==> config.mk <==
export PLATFORM = sky130hd
export DESIGN_NAME = mps_port_switch
export DESIGN_NICKNAME = d
export VERILOG_FILES = /design/src/pkg/mps_pkg.sv /design/src/hw/mps_fifo.sv /design/src/hw/mps_port_switch.sv
export VERILOG_INCLUDE_DIRS = /design/src /design/src/pkg
export SDC_FILE = /design/constraint.sdc
export NUM_CORES = 1
export LEC_CHECK = 0
export ABC_AREA = 1
export BUFFER_PORTS_ARGS = -buffer_cell sky130_fd_sc_hd__buf_2
export CAP_MARGIN = 10
export CORE_MARGIN = 8
export CORE_UTILIZATION = 25
export DETAILED_ROUTE_END_ITERATION = 10
export HOLD_SLACK_MARGIN = 0.06
export PLACE_DENSITY = 0.37
export SLEW_MARGIN = 5
export SYNTH_ARGS = -nofsm -noshare
export SYNTH_HDL_FRONTEND = slang
export SYNTH_SLANG_ARGS = --single-unit
==> constraint.sdc <==
create_clock -name aclk -period 4.4 [get_ports aclk]
set_clock_uncertainty 0.1 [all_clocks]
set_input_delay 0 -clock aclk [delete_from_list [all_inputs] [get_ports aclk]]
set_output_delay 0 -clock aclk [all_outputs]
set_load 0.01 [all_outputs]
==> src/pkg/mps_map.svh <==
// Register offsets, field positions, reset values and timing counts
`ifndef MPS_MAP_SVH
`define MPS_MAP_SVH

`define MPS_OFS_CTRL        12'h000
`define MPS_OFS_HOLD        12'h004
`define MPS_OFS_TIMEOUT     12'h008
`define MPS_OFS_STATUS      12'h00c

`define MPS_CTRL_MODE_BIT   0
`define MPS_CTRL_LEAD_LSB   8
`define MPS_CTRL_ONES_LSB   16
`define MPS_CTRL_TENS_LSB   24

`define MPS_RST_MODE        1'b0
`define MPS_RST_LEAD        8'h40
`define MPS_RST_TENS        8'h30
`define MPS_RST_ONES        8'h31
`define MPS_RST_HOLD        16'h0000
`define MPS_RST_TIMEOUT     16'h001e

`define MPS_LEAD_AT         8'h40
`define MPS_LEAD_HASH       8'h23
`define MPS_LEAD_DOLLAR     8'h24
`define MPS_LEAD_PERCENT    8'h25
`define MPS_LEAD_AMP        8'h26

`define MPS_CHR_ZERO        8'h30
`define MPS_CHR_NINE        8'h39
`define MPS_CHR_CR          8'h0d

`define MPS_CLK_HZ          100000000
`define MPS_SECOND_S        1
`define MPS_CYC_PER_SEC     (`MPS_CLK_HZ * `MPS_SECOND_S)

`endif

==> src/pkg/mps_pkg.sv <==
// Types shared by the port switch design
package mps_pkg;

	typedef enum logic [3:0] {
		MPS_HUNT = 4'b0001,
		MPS_TENS = 4'b0010,
		MPS_ONES = 4'b0100,
		MPS_OPEN = 4'b1000
	} mps_state_t;

	typedef logic [7:0] mps_char_t;

endpackage : mps_pkg

==> src/hw/mps_fifo.sv <==
// Small valid/ready buffer with registered ready and valid
`timescale 1ns/10ps

module mps_fifo #(
	parameter int WIDTH = 8,
	parameter int DEPTH = 2
) (
	// Clock and reset
	input  wire logic             aclk,
	input  wire logic             aresetn,
	// Fill side
	input  wire logic             in_valid,
	input  wire logic [WIDTH-1:0] in_data,
	output logic                  in_ready,
	// Drain side
	output logic                  out_valid,
	output logic [WIDTH-1:0]      out_data,
	input  wire logic             out_ready
);

	localparam int PW = (DEPTH > 1) ? $clog2(DEPTH) : 1;
	localparam int CW = $clog2(DEPTH + 1);
	localparam logic [PW-1:0] LAST = PW'(DEPTH - 1);
	localparam logic [CW-1:0] FULL = CW'(DEPTH);

	logic [WIDTH-1:0] mem_reg [DEPTH];
	logic [PW-1:0]    wr_ptr_reg;
	logic [PW-1:0]    rd_ptr_reg;
	logic [CW-1:0]    count_reg;
	logic [CW-1:0]    count_next;
	logic             in_ready_reg;
	logic             out_valid_reg;
	logic             push;
	logic             pop;

	assign push      = in_valid & in_ready_reg;
	assign pop       = out_valid_reg & out_ready;
	assign in_ready  = in_ready_reg;
	assign out_valid = out_valid_reg;
	assign out_data  = mem_reg[rd_ptr_reg];

	always_comb begin
		count_next = count_reg;
		if (push && !pop) begin
			count_next = count_reg + CW'(1);
		end else if (pop && !push) begin
			count_next = count_reg - CW'(1);
		end
	end

	always_ff @(posedge aclk) begin
		if (push) begin
			mem_reg[wr_ptr_reg] <= in_data;
		end
	end

	always_ff @(posedge aclk) begin
		if (!aresetn) begin
			wr_ptr_reg    <= '0;
			rd_ptr_reg    <= '0;
			count_reg     <= '0;
			in_ready_reg  <= 1'b1;
			out_valid_reg <= 1'b0;
		end else begin
			if (push) begin
				wr_ptr_reg <= (wr_ptr_reg == LAST) ? '0 : wr_ptr_reg + PW'(1);
			end
			if (pop) begin
				rd_ptr_reg <= (rd_ptr_reg == LAST) ? '0 : rd_ptr_reg + PW'(1);
			end
			count_reg     <= count_next;
			// Registered flags keep the ports free of combinational paths
			in_ready_reg  <= (count_next != FULL);
			out_valid_reg <= (count_next != '0);
		end
	end

endmodule : mps_fifo

==> src/hw/mps_port_switch.sv <==
// Address-gated session logic for a port on a shared serial line
`timescale 1ns/10ps
`include "mps_map.svh"

module mps_port_switch #(
	parameter int          ADDR_W      = 12,
	parameter int          FIFO_DEPTH  = 2,
	parameter int unsigned CYC_PER_SEC = `MPS_CYC_PER_SEC
) (
	// Clock and reset
	input  wire logic              aclk,
	input  wire logic              aresetn,
	// AXI4-Lite write address
	input  wire logic [ADDR_W-1:0] s_axi_awaddr,
	input  wire logic              s_axi_awvalid,
	output logic                   s_axi_awready,
	// AXI4-Lite write data
	input  wire logic [31:0]       s_axi_wdata,
	input  wire logic [3:0]        s_axi_wstrb,
	input  wire logic              s_axi_wvalid,
	output logic                   s_axi_wready,
	// AXI4-Lite write response
	output logic [1:0]             s_axi_bresp,
	output logic                   s_axi_bvalid,
	input  wire logic              s_axi_bready,
	// AXI4-Lite read
	input  wire logic [ADDR_W-1:0] s_axi_araddr,
	input  wire logic              s_axi_arvalid,
	output logic                   s_axi_arready,
	output logic [31:0]            s_axi_rdata,
	output logic [1:0]             s_axi_rresp,
	output logic                   s_axi_rvalid,
	input  wire logic              s_axi_rready,
	// Received characters from the line
	input  wire logic              rx_valid,
	input  wire logic [7:0]        rx_data,
	output logic                   rx_ready,
	// Characters to the command interpreter
	output logic                   cmd_valid,
	output logic [7:0]             cmd_data,
	input  wire logic              cmd_ready,
	// Messages from the command interpreter
	input  wire logic              msg_valid,
	input  wire logic [7:0]        msg_data,
	output logic                   msg_ready,
	// Characters to the line transmitter
	output logic                   tx_valid,
	output logic [7:0]             tx_data,
	input  wire logic              tx_ready,
	// Line control
	output logic                   rts,
	output logic                   echo_enable,
	output logic                   session_open
);

	localparam logic [1:0] RESP_OKAY   = 2'h0;
	localparam logic [1:0] RESP_SLVERR = 2'h2;
	localparam int unsigned SEC_MAX    = CYC_PER_SEC - 1;
	localparam mps_pkg::mps_char_t END_CMD [4] = '{8'h51, 8'h55, 8'h49, 8'h54};

	////////////////////////////////////////////////////////////////////////
	// Register bus

	logic               awready_reg, wready_reg, bvalid_reg;
	logic               arready_reg, rvalid_reg;
	logic [1:0]         bresp_reg, rresp_reg;
	logic [31:0]        rdata_reg;
	logic               aw_got_reg, w_got_reg;
	logic [ADDR_W-1:0]  waddr_reg;
	logic [31:0]        wdata_reg;
	logic [3:0]         wstrb_reg;
	logic               port_mode_reg;
	mps_pkg::mps_char_t lead_reg, tens_reg, ones_reg;
	logic [15:0]        hold_reg, timeout_reg;
	logic [31:0]        ctrl_word, ctrl_merged, wmask;
	logic               do_write;
	mps_pkg::mps_state_t state_reg;
	logic               rts_reg, echo_reg, open_reg, tx_go_reg;

	assign s_axi_awready = awready_reg;
	assign s_axi_wready  = wready_reg;
	assign s_axi_bvalid  = bvalid_reg;
	assign s_axi_bresp   = bresp_reg;
	assign s_axi_arready = arready_reg;
	assign s_axi_rvalid  = rvalid_reg;
	assign s_axi_rresp   = rresp_reg;
	assign s_axi_rdata   = rdata_reg;

	assign do_write = aw_got_reg & w_got_reg & ~bvalid_reg;
	assign ctrl_word = {tens_reg, ones_reg, lead_reg, 7'h00, port_mode_reg};

	genvar gi;
	generate
		for (gi = 0; gi < 4; gi++) begin : g_mask
			assign wmask[gi*8 +: 8] = {8{wstrb_reg[gi]}};
		end
	endgenerate

	assign ctrl_merged = (ctrl_word & ~wmask) | (wdata_reg & wmask);

	function automatic logic lead_ok(input mps_pkg::mps_char_t c);
		lead_ok = (c == `MPS_LEAD_AT) || (c == `MPS_LEAD_HASH) ||
			(c == `MPS_LEAD_DOLLAR) || (c == `MPS_LEAD_PERCENT) ||
			(c == `MPS_LEAD_AMP);
	endfunction : lead_ok

	function automatic logic digit_ok(input mps_pkg::mps_char_t c);
		digit_ok = (c >= `MPS_CHR_ZERO) && (c <= `MPS_CHR_NINE);
	endfunction : digit_ok

	// Write channels are taken in either order; response follows both
	always_ff @(posedge aclk) begin
		if (!aresetn) begin
			awready_reg <= 1'b1;
			wready_reg  <= 1'b1;
			aw_got_reg  <= 1'b0;
			w_got_reg   <= 1'b0;
			bvalid_reg  <= 1'b0;
			bresp_reg   <= RESP_OKAY;
			waddr_reg   <= '0;
			wdata_reg   <= 32'h0000_0000;
			wstrb_reg   <= 4'h0;
		end else begin
			if (s_axi_awvalid && awready_reg) begin
				aw_got_reg  <= 1'b1;
				awready_reg <= 1'b0;
				waddr_reg   <= s_axi_awaddr;
			end
			if (s_axi_wvalid && wready_reg) begin
				w_got_reg  <= 1'b1;
				wready_reg <= 1'b0;
				wdata_reg  <= s_axi_wdata;
				wstrb_reg  <= s_axi_wstrb;
			end
			if (do_write) begin
				aw_got_reg <= 1'b0;
				w_got_reg  <= 1'b0;
				bvalid_reg <= 1'b1;
				bresp_reg  <= (waddr_reg == ADDR_W'(`MPS_OFS_CTRL) ||
					waddr_reg == ADDR_W'(`MPS_OFS_HOLD) ||
					waddr_reg == ADDR_W'(`MPS_OFS_TIMEOUT)) ?
					RESP_OKAY : RESP_SLVERR;
			end
			if (bvalid_reg && s_axi_bready) begin
				bvalid_reg  <= 1'b0;
				awready_reg <= 1'b1;
				wready_reg  <= 1'b1;
			end
		end
	end

	// Illegal field values are dropped so the port never holds a bad setting
	always_ff @(posedge aclk) begin
		if (!aresetn) begin
			port_mode_reg <= `MPS_RST_MODE;
			lead_reg    <= `MPS_RST_LEAD;
			tens_reg    <= `MPS_RST_TENS;
			ones_reg    <= `MPS_RST_ONES;
			hold_reg    <= `MPS_RST_HOLD;
			timeout_reg <= `MPS_RST_TIMEOUT;
		end else if (do_write) begin
			if (waddr_reg == ADDR_W'(`MPS_OFS_CTRL)) begin
				port_mode_reg <= ctrl_merged[`MPS_CTRL_MODE_BIT];
				if (lead_ok(ctrl_merged[`MPS_CTRL_LEAD_LSB +: 8])) begin
					lead_reg <= ctrl_merged[`MPS_CTRL_LEAD_LSB +: 8];
				end
				if (digit_ok(ctrl_merged[`MPS_CTRL_TENS_LSB +: 8]) &&
					digit_ok(ctrl_merged[`MPS_CTRL_ONES_LSB +: 8]) &&
					ctrl_merged[`MPS_CTRL_ONES_LSB +: 16] != 16'h3030) begin
					tens_reg <= ctrl_merged[`MPS_CTRL_TENS_LSB +: 8];
					ones_reg <= ctrl_merged[`MPS_CTRL_ONES_LSB +: 8];
				end
			end
			if (waddr_reg == ADDR_W'(`MPS_OFS_HOLD)) begin
				hold_reg <= (wdata_reg[15:0] & wmask[15:0]) |
					(hold_reg & ~wmask[15:0]);
			end
			if (waddr_reg == ADDR_W'(`MPS_OFS_TIMEOUT)) begin
				timeout_reg <= (wdata_reg[15:0] & wmask[15:0]) |
					(timeout_reg & ~wmask[15:0]);
			end
		end
	end

	// Reads answer one cycle after the address is taken
	always_ff @(posedge aclk) begin
		if (!aresetn) begin
			arready_reg <= 1'b1;
			rvalid_reg  <= 1'b0;
			rresp_reg   <= RESP_OKAY;
			rdata_reg   <= 32'h0000_0000;
		end else if (s_axi_arvalid && arready_reg) begin
			arready_reg <= 1'b0;
			rvalid_reg  <= 1'b1;
			rresp_reg   <= RESP_OKAY;
			case (s_axi_araddr)
				ADDR_W'(`MPS_OFS_CTRL):    rdata_reg <= ctrl_word;
				ADDR_W'(`MPS_OFS_HOLD):    rdata_reg <= {16'h0000, hold_reg};
				ADDR_W'(`MPS_OFS_TIMEOUT): rdata_reg <= {16'h0000, timeout_reg};
				ADDR_W'(`MPS_OFS_STATUS):  rdata_reg <= {24'h00_0000, state_reg,
					tx_go_reg, echo_reg, rts_reg, open_reg};
				default: begin
					rdata_reg <= 32'h0000_0000;
					rresp_reg <= RESP_SLVERR;
				end
			endcase
		end else if (rvalid_reg && s_axi_rready) begin
			rvalid_reg  <= 1'b0;
			arready_reg <= 1'b1;
		end
	end

	////////////////////////////////////////////////////////////////////////
	// Address hunt and session state

	logic       rx_take, rx_ready_w, cmd_in_ready;
	logic       end_seen, timed_out, shared_mode;
	logic [2:0] end_idx_reg;
	mps_pkg::mps_state_t state_next;

	assign shared_mode = port_mode_reg;
	assign rx_ready_w  = cmd_in_ready;
	assign rx_take     = rx_valid & rx_ready_w;
	assign end_seen    = rx_take && (end_idx_reg == 3'h4) &&
		(rx_data == `MPS_CHR_CR);

	always_comb begin
		state_next = state_reg;
		case (state_reg)
			mps_pkg::MPS_HUNT: begin
				if (rx_take && rx_data == lead_reg) begin
					state_next = mps_pkg::MPS_TENS;
				end
			end
			mps_pkg::MPS_TENS: begin
				if (rx_take) begin
					// A repeated lead restarts the address rather than losing it
					state_next = (rx_data == tens_reg) ? mps_pkg::MPS_ONES :
						(rx_data == lead_reg) ? mps_pkg::MPS_TENS :
						mps_pkg::MPS_HUNT;
				end
			end
			mps_pkg::MPS_ONES: begin
				if (rx_take) begin
					state_next = (rx_data == ones_reg) ? mps_pkg::MPS_OPEN :
						(rx_data == lead_reg) ? mps_pkg::MPS_TENS :
						mps_pkg::MPS_HUNT;
				end
			end
			mps_pkg::MPS_OPEN: begin
				if (end_seen || timed_out) begin
					state_next = mps_pkg::MPS_HUNT;
				end
			end
			default: state_next = mps_pkg::MPS_HUNT;
		endcase
		if (!shared_mode) begin
			state_next = mps_pkg::MPS_HUNT;
		end
	end

	always_ff @(posedge aclk) begin
		if (!aresetn) begin
			state_reg <= mps_pkg::MPS_HUNT;
		end else begin
			state_reg <= state_next;
		end
	end

	// Session-end word is the four letters followed by carriage return
	always_ff @(posedge aclk) begin
		if (!aresetn || state_reg != mps_pkg::MPS_OPEN) begin
			end_idx_reg <= 3'h0;
		end else if (rx_take) begin
			if (end_idx_reg < 3'h4 && rx_data == END_CMD[end_idx_reg[1:0]]) begin
				end_idx_reg <= end_idx_reg + 3'h1;
			end else begin
				end_idx_reg <= (rx_data == END_CMD[0]) ? 3'h1 : 3'h0;
			end
		end
	end

	////////////////////////////////////////////////////////////////////////
	// Second timers for hold-off and inactivity

	logic [31:0] hold_cyc_reg, idle_cyc_reg;
	logic [15:0] hold_sec_reg, idle_sec_reg;
	logic        opening;

	assign opening   = (state_next == mps_pkg::MPS_OPEN) &&
		(state_reg != mps_pkg::MPS_OPEN);
	assign timed_out = (timeout_reg != 16'h0000) &&
		(idle_sec_reg >= timeout_reg);

	// Timeout of zero disables inactivity close
	always_ff @(posedge aclk) begin
		if (!aresetn || opening || rx_take) begin
			idle_cyc_reg <= 32'h0000_0000;
			idle_sec_reg <= 16'h0000;
		end else if (state_reg == mps_pkg::MPS_OPEN) begin
			if (idle_cyc_reg == SEC_MAX) begin
				idle_cyc_reg <= 32'h0000_0000;
				if (idle_sec_reg != 16'hffff) begin
					idle_sec_reg <= idle_sec_reg + 16'h0001;
				end
			end else begin
				idle_cyc_reg <= idle_cyc_reg + 32'h0000_0001;
			end
		end
	end

	always_ff @(posedge aclk) begin
		if (!aresetn || opening) begin
			hold_cyc_reg <= 32'h0000_0000;
			hold_sec_reg <= 16'h0000;
		end else if (rts_reg && !tx_go_reg) begin
			if (hold_cyc_reg == SEC_MAX) begin
				hold_cyc_reg <= 32'h0000_0000;
				hold_sec_reg <= hold_sec_reg + 16'h0001;
			end else begin
				hold_cyc_reg <= hold_cyc_reg + 32'h0000_0001;
			end
		end
	end

	// Native protocol keeps the port always live
	always_ff @(posedge aclk) begin
		if (!aresetn) begin
			open_reg  <= 1'b0;
			rts_reg   <= 1'b0;
			echo_reg  <= 1'b0;
			tx_go_reg <= 1'b0;
		end else if (!shared_mode) begin
			open_reg  <= 1'b0;
			rts_reg   <= 1'b1;
			echo_reg  <= 1'b1;
			tx_go_reg <= 1'b1;
		end else if (state_next == mps_pkg::MPS_OPEN) begin
			open_reg  <= 1'b1;
			rts_reg   <= 1'b1;
			echo_reg  <= 1'b1;
			tx_go_reg <= !opening && (tx_go_reg ||
				hold_sec_reg >= hold_reg);
		end else begin
			open_reg  <= 1'b0;
			rts_reg   <= 1'b0;
			echo_reg  <= 1'b0;
			tx_go_reg <= 1'b0;
		end
	end

	////////////////////////////////////////////////////////////////////////
	// Data paths through the buffers

	logic cmd_push, msg_push, tx_fifo_valid;

	// Only an open session or native mode reaches the command set
	assign cmd_push = rx_valid && (!shared_mode ||
		state_reg == mps_pkg::MPS_OPEN);
	assign msg_push = msg_valid && echo_reg;

	mps_fifo #(
		.WIDTH (8),
		.DEPTH (FIFO_DEPTH)
	) u_cmd_fifo (
		.aclk      (aclk),
		.aresetn   (aresetn),
		.in_valid  (cmd_push),
		.in_data   (rx_data),
		.in_ready  (cmd_in_ready),
		.out_valid (cmd_valid),
		.out_data  (cmd_data),
		.out_ready (cmd_ready)
	);

	// Messages wait in the buffer until the hold-off has run out
	mps_fifo #(
		.WIDTH (8),
		.DEPTH (FIFO_DEPTH)
	) u_tx_fifo (
		.aclk      (aclk),
		.aresetn   (aresetn),
		.in_valid  (msg_push),
		.in_data   (msg_data),
		.in_ready  (msg_ready),
		.out_valid (tx_fifo_valid),
		.out_data  (tx_data),
		.out_ready (tx_ready && tx_go_reg)
	);

	// Valid is hidden during hold-off so a ready line never sees a refused word
	assign tx_valid     = tx_fifo_valid & tx_go_reg;
	assign rx_ready     = rx_ready_w;
	assign rts          = rts_reg;
	assign echo_enable  = echo_reg;
	assign session_open = open_reg;

endmodule : mps_port_switch

Word-level counts from Yosys, hierarchy flattened
Memories as Yosys holds them, arrays and structs flattened. A register that Yosys moved wholly into a read port is not among the register bits.
Index checks and enable logic that the tools add are counted.
Word-level totals
  bits in registers: 266
  RAM bits: 32
  input bits: 87
  output and inout port bits: 64
  logic and storage cells: 215
  memories kept: 2
Operators by class
  add/sub/neg operators: 13
  order comparisons: 8
  equality and inequality tests: 29
  multiplexer cells: 43
  bitwise logic cells: 21
  reduce and logical (&&, ||, !) cells: 61
Memories
  u_cmd_fifo.mem_reg: words 2, bits a word 8, read ports 1, clocked after memory_dff 1, wr ports 1, RTL line mps_fifo.sv:26  | logic [WIDTH-1:0] mem_reg [DEPTH];
  u_tx_fifo.mem_reg: words 2, bits a word 8, read ports 1, clocked after memory_dff 1, wr ports 1, RTL line mps_fifo.sv:26
Operator list (number)
  $pmux W32 S4: 1
  $add A32 B1 Y32 const B: 2
  $and A32 B32 Y32: 2
  $eq A32 B27 Y1 const B: 2
  $mux W32: 2
  $and A16 B16 Y16: 3
  $eq A12 B4 Y1 const B: 3
  $add A16 B1 Y16 const B: 2
  $eq A8 B6 Y1 const B: 4
  $eq A8 B8 Y1: 4
  $ge A16 B16 Y1: 2
  $not A32 Y32: 1
  $or A16 B16 Y16: 2
  $or A32 B32 Y32: 1
  $mux W4: 7
  $eq A12 B3 Y1 const B: 2
  $logic_and A1 B1 Y1: 24
  $logic_not A12 Y1: 2
  $mux W1: 21
  $bmux W8 S2: 1
  $eq A8 B7 Y1 const B: 2
  $ge A8 B6 Y1 const B: 2
  $le A8 B6 Y1 const B: 2
  $mux W8: 2
  other kinds (31): 79

Depth between registers and ports, before layout
Gate-level depths: netlist of the first run.
  word-level depth: 13
  gate-level depth with buffers: 16
  gate-level depth less buffers: 16

Cells and area by module
Synthesis of the first run repeated with hierarchy kept, for this count alone.
Second synthesis, totals
  cell total of the unflattened synthesis: 2142
  area, all modules: 15396.0 sq um
Modules (own cells, without submodules)
  mps_port_switch: instances 1, cells an instance 2008, area each 13634.3 sq um, seq. area each 5044.8 sq um
  mps_fifo: instances 2, cells an instance 67, area each 880.8 sq um, seq. area each 620.6 sq um

Worst setup path after synthesis of the first run
OpenSTA, ideal clock, no wires.
  path kind: register -> register
  from: register state_reg[0]
  to: memory u_cmd_fifo.mem_reg[1][0], enable pin
  setup time: 0.374 ns
  arrival: 1.394 ns
  data required time: 3.926 ns
  slack: 2.532 ns
  stages on the path, launching flop included: 6
  buffers on the path: 0
  clock period less this slack: 1.868 ns
  path through: dfxtp_1 > nor2_2 > nand3_4 > a21oi_1 > inv_1 > nor2_1
On the way
  word-level cells in the longest chain between the ends: 6
Ends and longest elaborated chain
  start, declared: RTL line mps_port_switch.sv:77  | mps_pkg::mps_state_t state_reg;
  start signal, assigned: RTL line mps_port_switch.sv:264  | state_reg <= mps_pkg::MPS_HUNT;
  start signal, assigned: RTL line mps_port_switch.sv:266  | state_reg <= state_next;
  $eq A4 B4 Y1: RTL line mps_port_switch.sv:359  | state_reg == mps_pkg::MPS_OPEN);
  $logic_or A1 B1 Y1: RTL line mps_port_switch.sv:358  | assign cmd_push = rx_valid && (!shared_mode ||
  $logic_and A1 B1 Y1: RTL line mps_port_switch.sv:358
  $and A1 B1 Y1: RTL line mps_fifo.sv:36  | assign push = in_valid & in_ready_reg;
  $mux W1: RTL line mps_fifo.sv:52  | if (push) begin
  $mux W1 (implied by the code): RTL line mps_fifo.sv:53  | mem_reg[wr_ptr_reg] <= in_data;
  end, declared: RTL line mps_fifo.sv:26
No other way between the ends.

Worst setup path in the final report of the first run
  from: input s_axi_araddr[4]
  to: register rdata_reg[11], in the netlist s_axi_rdata[11]
On the way
  word-level cells in the longest chain between the ends: 2
  elaborated cells between the ends (all ways): 5
  classes of those cells: eq/ne: 3; mux: 1; reduce/logical: 1
Ends and longest elaborated chain
  start, declared: RTL line mps_port_switch.sv:27  | input wire logic [ADDR_W-1:0] s_axi_araddr,
  $eq A12 B4 Y1, or another cell as far along: RTL line mps_port_switch.sv:196  | case (s_axi_araddr)
  $pmux W32 S4 *: RTL line mps_port_switch.sv:196
  end signal, assigned: RTL line mps_port_switch.sv:197  | ADDR_W'(`MPS_OFS_CTRL): rdata_reg <= ctrl_word;
  end signal, assigned: RTL line mps_port_switch.sv:198  | ADDR_W'(`MPS_OFS_HOLD): rdata_reg <= {16'h0000, hold_reg};
  end signal, assigned: RTL line mps_port_switch.sv:199  | ADDR_W'(`MPS_OFS_TIMEOUT): rdata_reg <= {16'h0000, timeout_reg};
  end, declared: RTL line mps_port_switch.sv:67  | logic [31:0] rdata_reg;
Mark *: on every way between the ends. The rest lies on a longest branch, timed or not.
A chain may end at the register's enable or synchronous reset.

==> key figures, run 1 <==
Logic synthesis
  • Post-synth top cells: nand2_1 (430), dfxtp_1 (266), nor2_1 (222)
  • Largest family of logic cells by synthesized area: simple AND/OR/NAND/NOR gates
  • Synth top area cells: dfxtp_1 (35%), nand2_1 (11%), edfxtp_1 (6.3%)
  • Post-Synth Adder-Cell Area: 0.0337
  • Seq/Total Area, Yosys: 0.413
  • Async S/R FF share, synth: 0
  • Most frequent cell after synthesis: nand2_1
  • Post-Synthesis Cells: approximately 2100
  • Yosys reg bits: roughly 300
  • Synth Area in XOR/XNOR: 0.0310
  • Syn_area_per_cell: between 7 and 8 um^2
  • Synth top area share: 0.350
  • Post-synth EDFFs: 32
  • Top FF cell, synth: dfxtp_1
  • Simple-Gate Fraction of Synth Area: 0.294
  • Mux cell area share after synthesis: 0.0118
  • Synth Area in Compound Gates: 0.134
  • Synth warn: 0
  • Syn Std Cell Area: around 15000 um^2
  • Leading area contributor after synthesis: dfxtp_1
  • Yosys cell types: 55

Power
  • Lkg Pwr: between 7 and 8 nW
  • Clk network pwr share: 0.477
  • Int Power: just over 5 mW
  • PwrDens: between 300 and 400 nW/um^2
  • Sequential group share of total power: 0.431
  • Switch share: 0.253
  • NetSw: roughly 1.7 mW
  • Gate power share: 0.092
  • Max IR drop VDD: 0.237 mV

Flow run
  • Max cap viols: 0

Floorplanning
  • Die ar.: about 69000 um^2
  • Core Box Area: just over 60000 um^2
  • I/O pin count: 151
  • Site row count: 90
  • Die Span X: between 200 and 300 um
  • DIE HEIGHT: around 260 um
  • Initial Util: 0.252

Clock tree
  • CTS tree: built
  • PostCTS Resize Cnt: 0
  • CTS Root Cell: clkbuf_16
  • CTS Buffer Depth: 3
  • Postcts setup bufs: 0
  • Clock Latency Late Sink: 560 ps
  • H-tree levels: 2
  • CTS buffer count: 40
  • Clk sink count: 298
  • Clock transition at the registers of the reported paths: 50 ps

Critical path
  • Startpoint Class: input pin
  • R2R Path End: s_axi_rdata[11]$_SDFFE_PN0P_
  • Crit path kind: in2reg
  • Data arrival, critical path: between 3000 and 4000 ps
  • Reg-to-Reg Start: s_axi_arready$_SDFFE_PN1P_
  • Most used cell, CP: dlygate4sd3_1
  • Slowest stage delay, CP: 1040 ps
  • Bufs and invs on worst path: 5
  • CP max stage cell: dlygate4sd3_1
  • Family with the most delay on the worst path: buffers and inverters
  • Reg-to-reg slack, setup: approximately 1700 ps
  • Worst path cell trace: dlygate4sd3_1 > buf_2 > nor2_1 > dlygate4sd3_1 > nand2_1 > dlygate4sd3_1 > nor4_4 > dlygate4sd3_1 > o21ai_0 > a21oi_1
  • Critical path endpoint category: register
  • Top fanout value on the critical path: 13
  • Crit path required time: around 4800 ps
  • Cells on worst reg2reg path: 5

Placed design
  • Post-DP Area: roughly 17000 um^2
  • Hpwl dp: between 30000 and 40000 um
  • IO buf count: between 100 and 150
  • Inst Count DP: 2932
  • Routability Congestion: between 0.8 and 0.9

Timing
  • Fin Setup TNS: 0 ps
  • Max Clk Rate: 0.294 GHz
  • Fin. Hold Viols: 0
  • Final min period: between 3000 and 4000 ps
  • Unrepaired setup endpoints after global routing: no
  • Period utilization: 0.772
  • Least-Margin Pin Slew: roughly 960 ps
  • Slew Limit Fails: 0
  • Final setup viols: 0
  • Relative slew slack: 0.362

Status
  • Outcome: completed

Finish
  • Number of antenna diodes: 0
  • Final core occ: 0.313
  • Synth-to-layout area growth: 24.2%
  • Nets: around 2400
  • Fin area: about 19000 um^2
  • Ratio of cells with drive above 1 in the final layout: 0.133
  • Final Non-Filler Cells: 3106

Detailed routing
  • DRT iter0 DRCs: 672
  • DR vias: 14100
  • DR vias/cell: around 4.5
  • DRC: 0
  • Routed wire per std cell: approximately 16 um
  • ANT nets after route: 0
  • DRT Wirelength: about 50000 um
  • Detailed Routing Iterations Pass 1: 4

Global routing
  • Vias in the first global route: 14100
  • All-Layer GR Usage: 0.141
  • GRT overflow: 0
  • First-pass GRT wire length: ~79000 um
  • Initial antenna violation count: 0
  • Largest net degree at the start of global routing: a little under 90

Worst hold path
  • Worst Hold Class: in2reg
  • Hold Path Cell Cnt: 3
  • Hold endpoint: aw_got_reg$_SDFFE_PP0P_
  • Hold_sp: s_axi_awvalid
cells in the final DEF (no fill, tap or decap), drive strengths merged, types with 47 or more instances in the layout:
cell type and count:
inv 230, nor3 76, a21oi 178, nand4 47, nand3 124, nor2 240
dlygate4sd3 101, nand2 443, clkbuf 54, buf 154, o21ai 163, dfxtp 266
layer usage:
metal / share of wire / wire, um / vias to the layer above / GRT usage
met1: 0.49 / 24500 / 6543 / 0.190
met2: 0.45 / 22600 / 200 / 0.230
met5: 0 / 0 / - / 0
li1: - / - / 7303 / -
met3: 0.038 / 1910 / 61 / 0.0274
met4: 0.018 / 896 / 0 / 0.0333
kinds of logic after synthesis:
kind of cell / after synthesis
AOI/OAI and AO/OA: 378
xor gates and xnor gates: 54
adders and majority gates: 41
buffers and inverters: 309
DFF: 298
muxes: 16
other: 1
and+or+nand+nor: 976
worst register-to-register path, cell delays in order, from the launching register on:
cell and delay [ps]:
dfxtp_1 340, nand2_1 210, nor4_4 420, dlygate4sd3_1 1040, o21ai_0 320, a21oi_1 200
worst max-delay path by stage:
stage / cells past startpoint / from / end
after global placement: 5 / state_reg[0]$_SDFF_PN1_ / u_cmd_fifo.mem_reg[0][2]$_DFFE_PP_
final: 10 / s_axi_araddr[4] / s_axi_rdata[11]$_SDFFE_PN0P_
after CTS: 10 / s_axi_araddr[4] / s_axi_rdata[14]$_SDFFE_PN0P_
after detailed placement: 5 / state_reg[0]$_SDFF_PN1_ / u_cmd_fifo.mem_reg[1][2]$_DFFE_PP_
after global routing: 11 / s_axi_araddr[4] / s_axi_rdata[0]$_SDFFE_PN0P_
after floorplan: 5 / state_reg[0]$_SDFF_PN1_ / u_cmd_fifo.mem_reg[1][0]$_DFFE_PP_
timing repair:
action / in CTS / in global routing
hold buffers: 101 / 0
setup endpoints to repair: 0 / 0
endpoints found under the hold margin: 180 / 0
final cells by class:
| cell class | instances | area, um^2 |
|---|---|---|
| Fill cell | 6524 | 41400 |
| Timing Repair Buffer | 255 | 1800 |
| Clock buffer | 54 | 1090 |
| Clock inverter | 19 | 201 |
| Tap cell | 782 | 978 |
| Inverter | 231 | 868 |
| Sequential cell | 298 | 6290 |
| Multi-Input combinational cell | 1467 | 7690 |
through the flow:
step | total power, mW | hold WS, ps | worst slack [ps]
2_1_floorplan | 3.35 | -1.13 | 2530
3_3_place_gp | 3.57 | 89.4 | 1840
3_5_place_dp | 3.58 | 95.8 | 1800
4_1_cts | 6.99 | 60.2 | 1070
5_1_grt | 7.16 | 148 | 910
6_report | 6.84 | 98.6 | 1000
power groups by stage:
| stage | sequential [mW] | combinational [mW] | clock, mW |
|---|---|---|---|
| 2_1_floorplan | 2.98 | 0.376 | 0 |
| 3_3_place_gp | 3.01 | 0.567 | 0 |
| 3_5_place_dp | 3.01 | 0.575 | 0 |
| 4_1_cts | 2.95 | 0.648 | 3.39 |
| 5_1_grt | 2.96 | 0.712 | 3.49 |
| 6_report | 2.95 | 0.632 | 3.26 |
(Power assumes the default switching activity.)
==> run 2: changes to the inputs <==
==> constraint.sdc (replaced) <==
create_clock -name aclk -period 3.2 [get_ports aclk]
set_clock_uncertainty 0.1 [all_clocks]
set_input_delay 0 -clock aclk [delete_from_list [all_inputs] [get_ports aclk]]
set_output_delay 0 -clock aclk [all_outputs]
set_load 0.01 [all_outputs]
==> key figures, run 2 (synthesized netlist as in run 1, its figures left out) <==
Status
  • Outcome: completed

Detailed routing
  • DR vias/cell: 4.56
  • Detailed Routing Iterations Pass 1: 5
  • DR vias: around 14000
  • ANT nets after route: 0
  • DRT iter0 DRCs: roughly 700
  • DRC: 0
  • DRT Wirelength: approximately 50000 um
  • Routed wire per std cell: ~16 um

Clock tree
  • Postcts setup bufs: 0
  • Clock transition at the registers of the reported paths: roughly 60 ps
  • Clk sink count: ~300
  • CTS Root Cell: clkbuf_16
  • H-tree levels: 2
  • CTS buffer count: 39
  • Clock Latency Late Sink: between 500 and 600 ps
  • CTS tree: built
  • CTS Buffer Depth: 3

Floorplanning
  • Site row count: 90
  • DIE HEIGHT: ~260 um
  • Die Span X: around 260 um
  • Core Box Area: 60400 um^2
  • I/O pin count: between 150 and 200
  • Die ar.: 69100 um^2
  • Initial Util: 0.252

Critical path
  • Crit path depth: 11
  • Startpoint Class: input pin
  • Most used cell, CP: dlygate4sd3_1
  • Cells on worst reg2reg path: 10
  • CP max stage cell: dlygate4sd3_1
  • Family with the most delay on the worst path: buffers and inverters
  • Crit path required time: 3600 ps
  • Slowest stage delay, CP: 600 ps
  • Crit path kind: in2reg
  • Critical path endpoint category: register
  • Worst path cell trace: dlygate4sd3_1 > buf_2 > nor2_1 > dlygate4sd3_1 > nand2_1 > dlygate4sd3_1 > nor4_4 > dlygate4sd3_1 > buf_4 > o21ai_0 > a21oi_1
  • Bufs and invs on worst path: 6
  • Data arrival, critical path: about 3300 ps
  • Top fanout value on the critical path: 14

Timing
  • Fin Setup TNS: 0 ps
  • Period utilization: 0.912
  • Final min period: about 3000 ps
  • Slew Limit Fails: 0
  • Relative slew slack: 0.452
  • Final setup viols: 0
  • Setup WS post-layout: approximately 280 ps
  • Unrepaired setup endpoints after global routing: no
  • Max Clk Rate: approximately 0.34 GHz
  • Fin. Hold Viols: 0
  • Least-Margin Pin Slew: 819 ps

Finish
  • Nets: ~2400
  • Ratio of cells with drive above 1 in the final layout: 0.138
  • Final Non-Filler Cells: 3113
  • Most frequent cells in the layout: nand2_1 (430), dfxtp_1 (266), nor2_1 (222)
  • Synth-to-layout area growth: 24.5%
  • Fin area: 19000 um^2
  • Number of antenna diodes: 0
  • Commonest non-fill, non-tap cell in the layout: nand2_1

Power
  • Tot Pwr: 9.33 mW
  • Lkg Pwr: 7.38 nW
  • PwrDens: around 500 nW/um^2
  • Max IR drop VDD: between 0.3 and 0.4 mV

Global routing
  • GRT overflow: 0
  • Vias in the first global route: between 10000 and 15000
  • First-pass GRT wire length: 79600 um
  • Largest net degree at the start of global routing: 57
  • All-Layer GR Usage: 0.142
  • Initial antenna violation count: 0

Worst hold path
  • Worst Hold Class: in2reg
  • Hold Path Cell Cnt: 3

Placed design
  • Pre-CTS WS: just under 800 ps
  • Routability Congestion: ~0.83
  • Hpwl dp: approximately 37000 um
  • Post-DP Area: approximately 17000 um^2
  • Inst Count DP: 2943
  • IO buf count: about 150

Flow run
  • Max cap viols: 0
-- run 2: changes by cell type in the layout (fill, tap and decap cells not counted), sizes merged --
cell / previous run / this run
buf: 154 / 165
clkinv: 16 / 12
clkbuf: 54 / 56
bufinv: 4 / 3
dlygate4sd3: 101 / 100
-- run 2: repair_timing --
item	4_1_cts	5_1_grt
hold endpoints to repair	185	2
hold buffers	99	1
gates resized for setup	0	0
-- run 2: cell type report --
cell class	count	area, um^2
Clock inverter	14	159
Multi-Input combinational cell	1467	7690
Tap cell	782	978
Sequential cell	298	6290
Fill cell	6567	41400
Timing Repair Buffer	265	1880
Inverter	231	868
Clock buffer	56	1100
-- run 2: final timing paths --
path,start,end,slack [ps]
max,s_axi_araddr[4],s_axi_rdata[11]$_SDFFE_PN0P_,280
max reg2reg,ones_reg[0]$_SDFFE_PN1P_,idle_cyc_reg[10]$_SDFFE_PP0N_,820
min reg2reg,waddr_reg[5]$_SDFFE_PN0P_,waddr_reg[5]$_SDFFE_PN0P_,350
min,s_axi_awvalid,waddr_reg[0]$_SDFFE_PN0P_,100
-- run 2: power breakdown --
group / switching (mW) / internal [mW] / total, mW
Clock: 1.76 / 2.63 / 4.39
Combinational: 0.524 / 0.361 / 0.885
Sequential: 0.110 / 3.94 / 4.05
-- run 2: through the flow --
step	hold WS [ps]	utilization
2_1_floorplan	-1.13	-
3_3_place_gp	91.4	0.277
3_5_place_dp	99.2	0.277
4_1_cts	62.1	0.314
5_1_grt	150	0.314
6_report	100	0.314
-- run 2: worst min-delay path: stages --
cell and delay [ps]:
buf_2 80, nand2_1 370, a21oi_1 260
-- run 2: per-layer routing --
metal,share of wire,global-route usage
met1,0.49,0.192
met2,0.45,0.230
met3,0.042,0.0250
met4,0.023,0.0436
met5,0,0
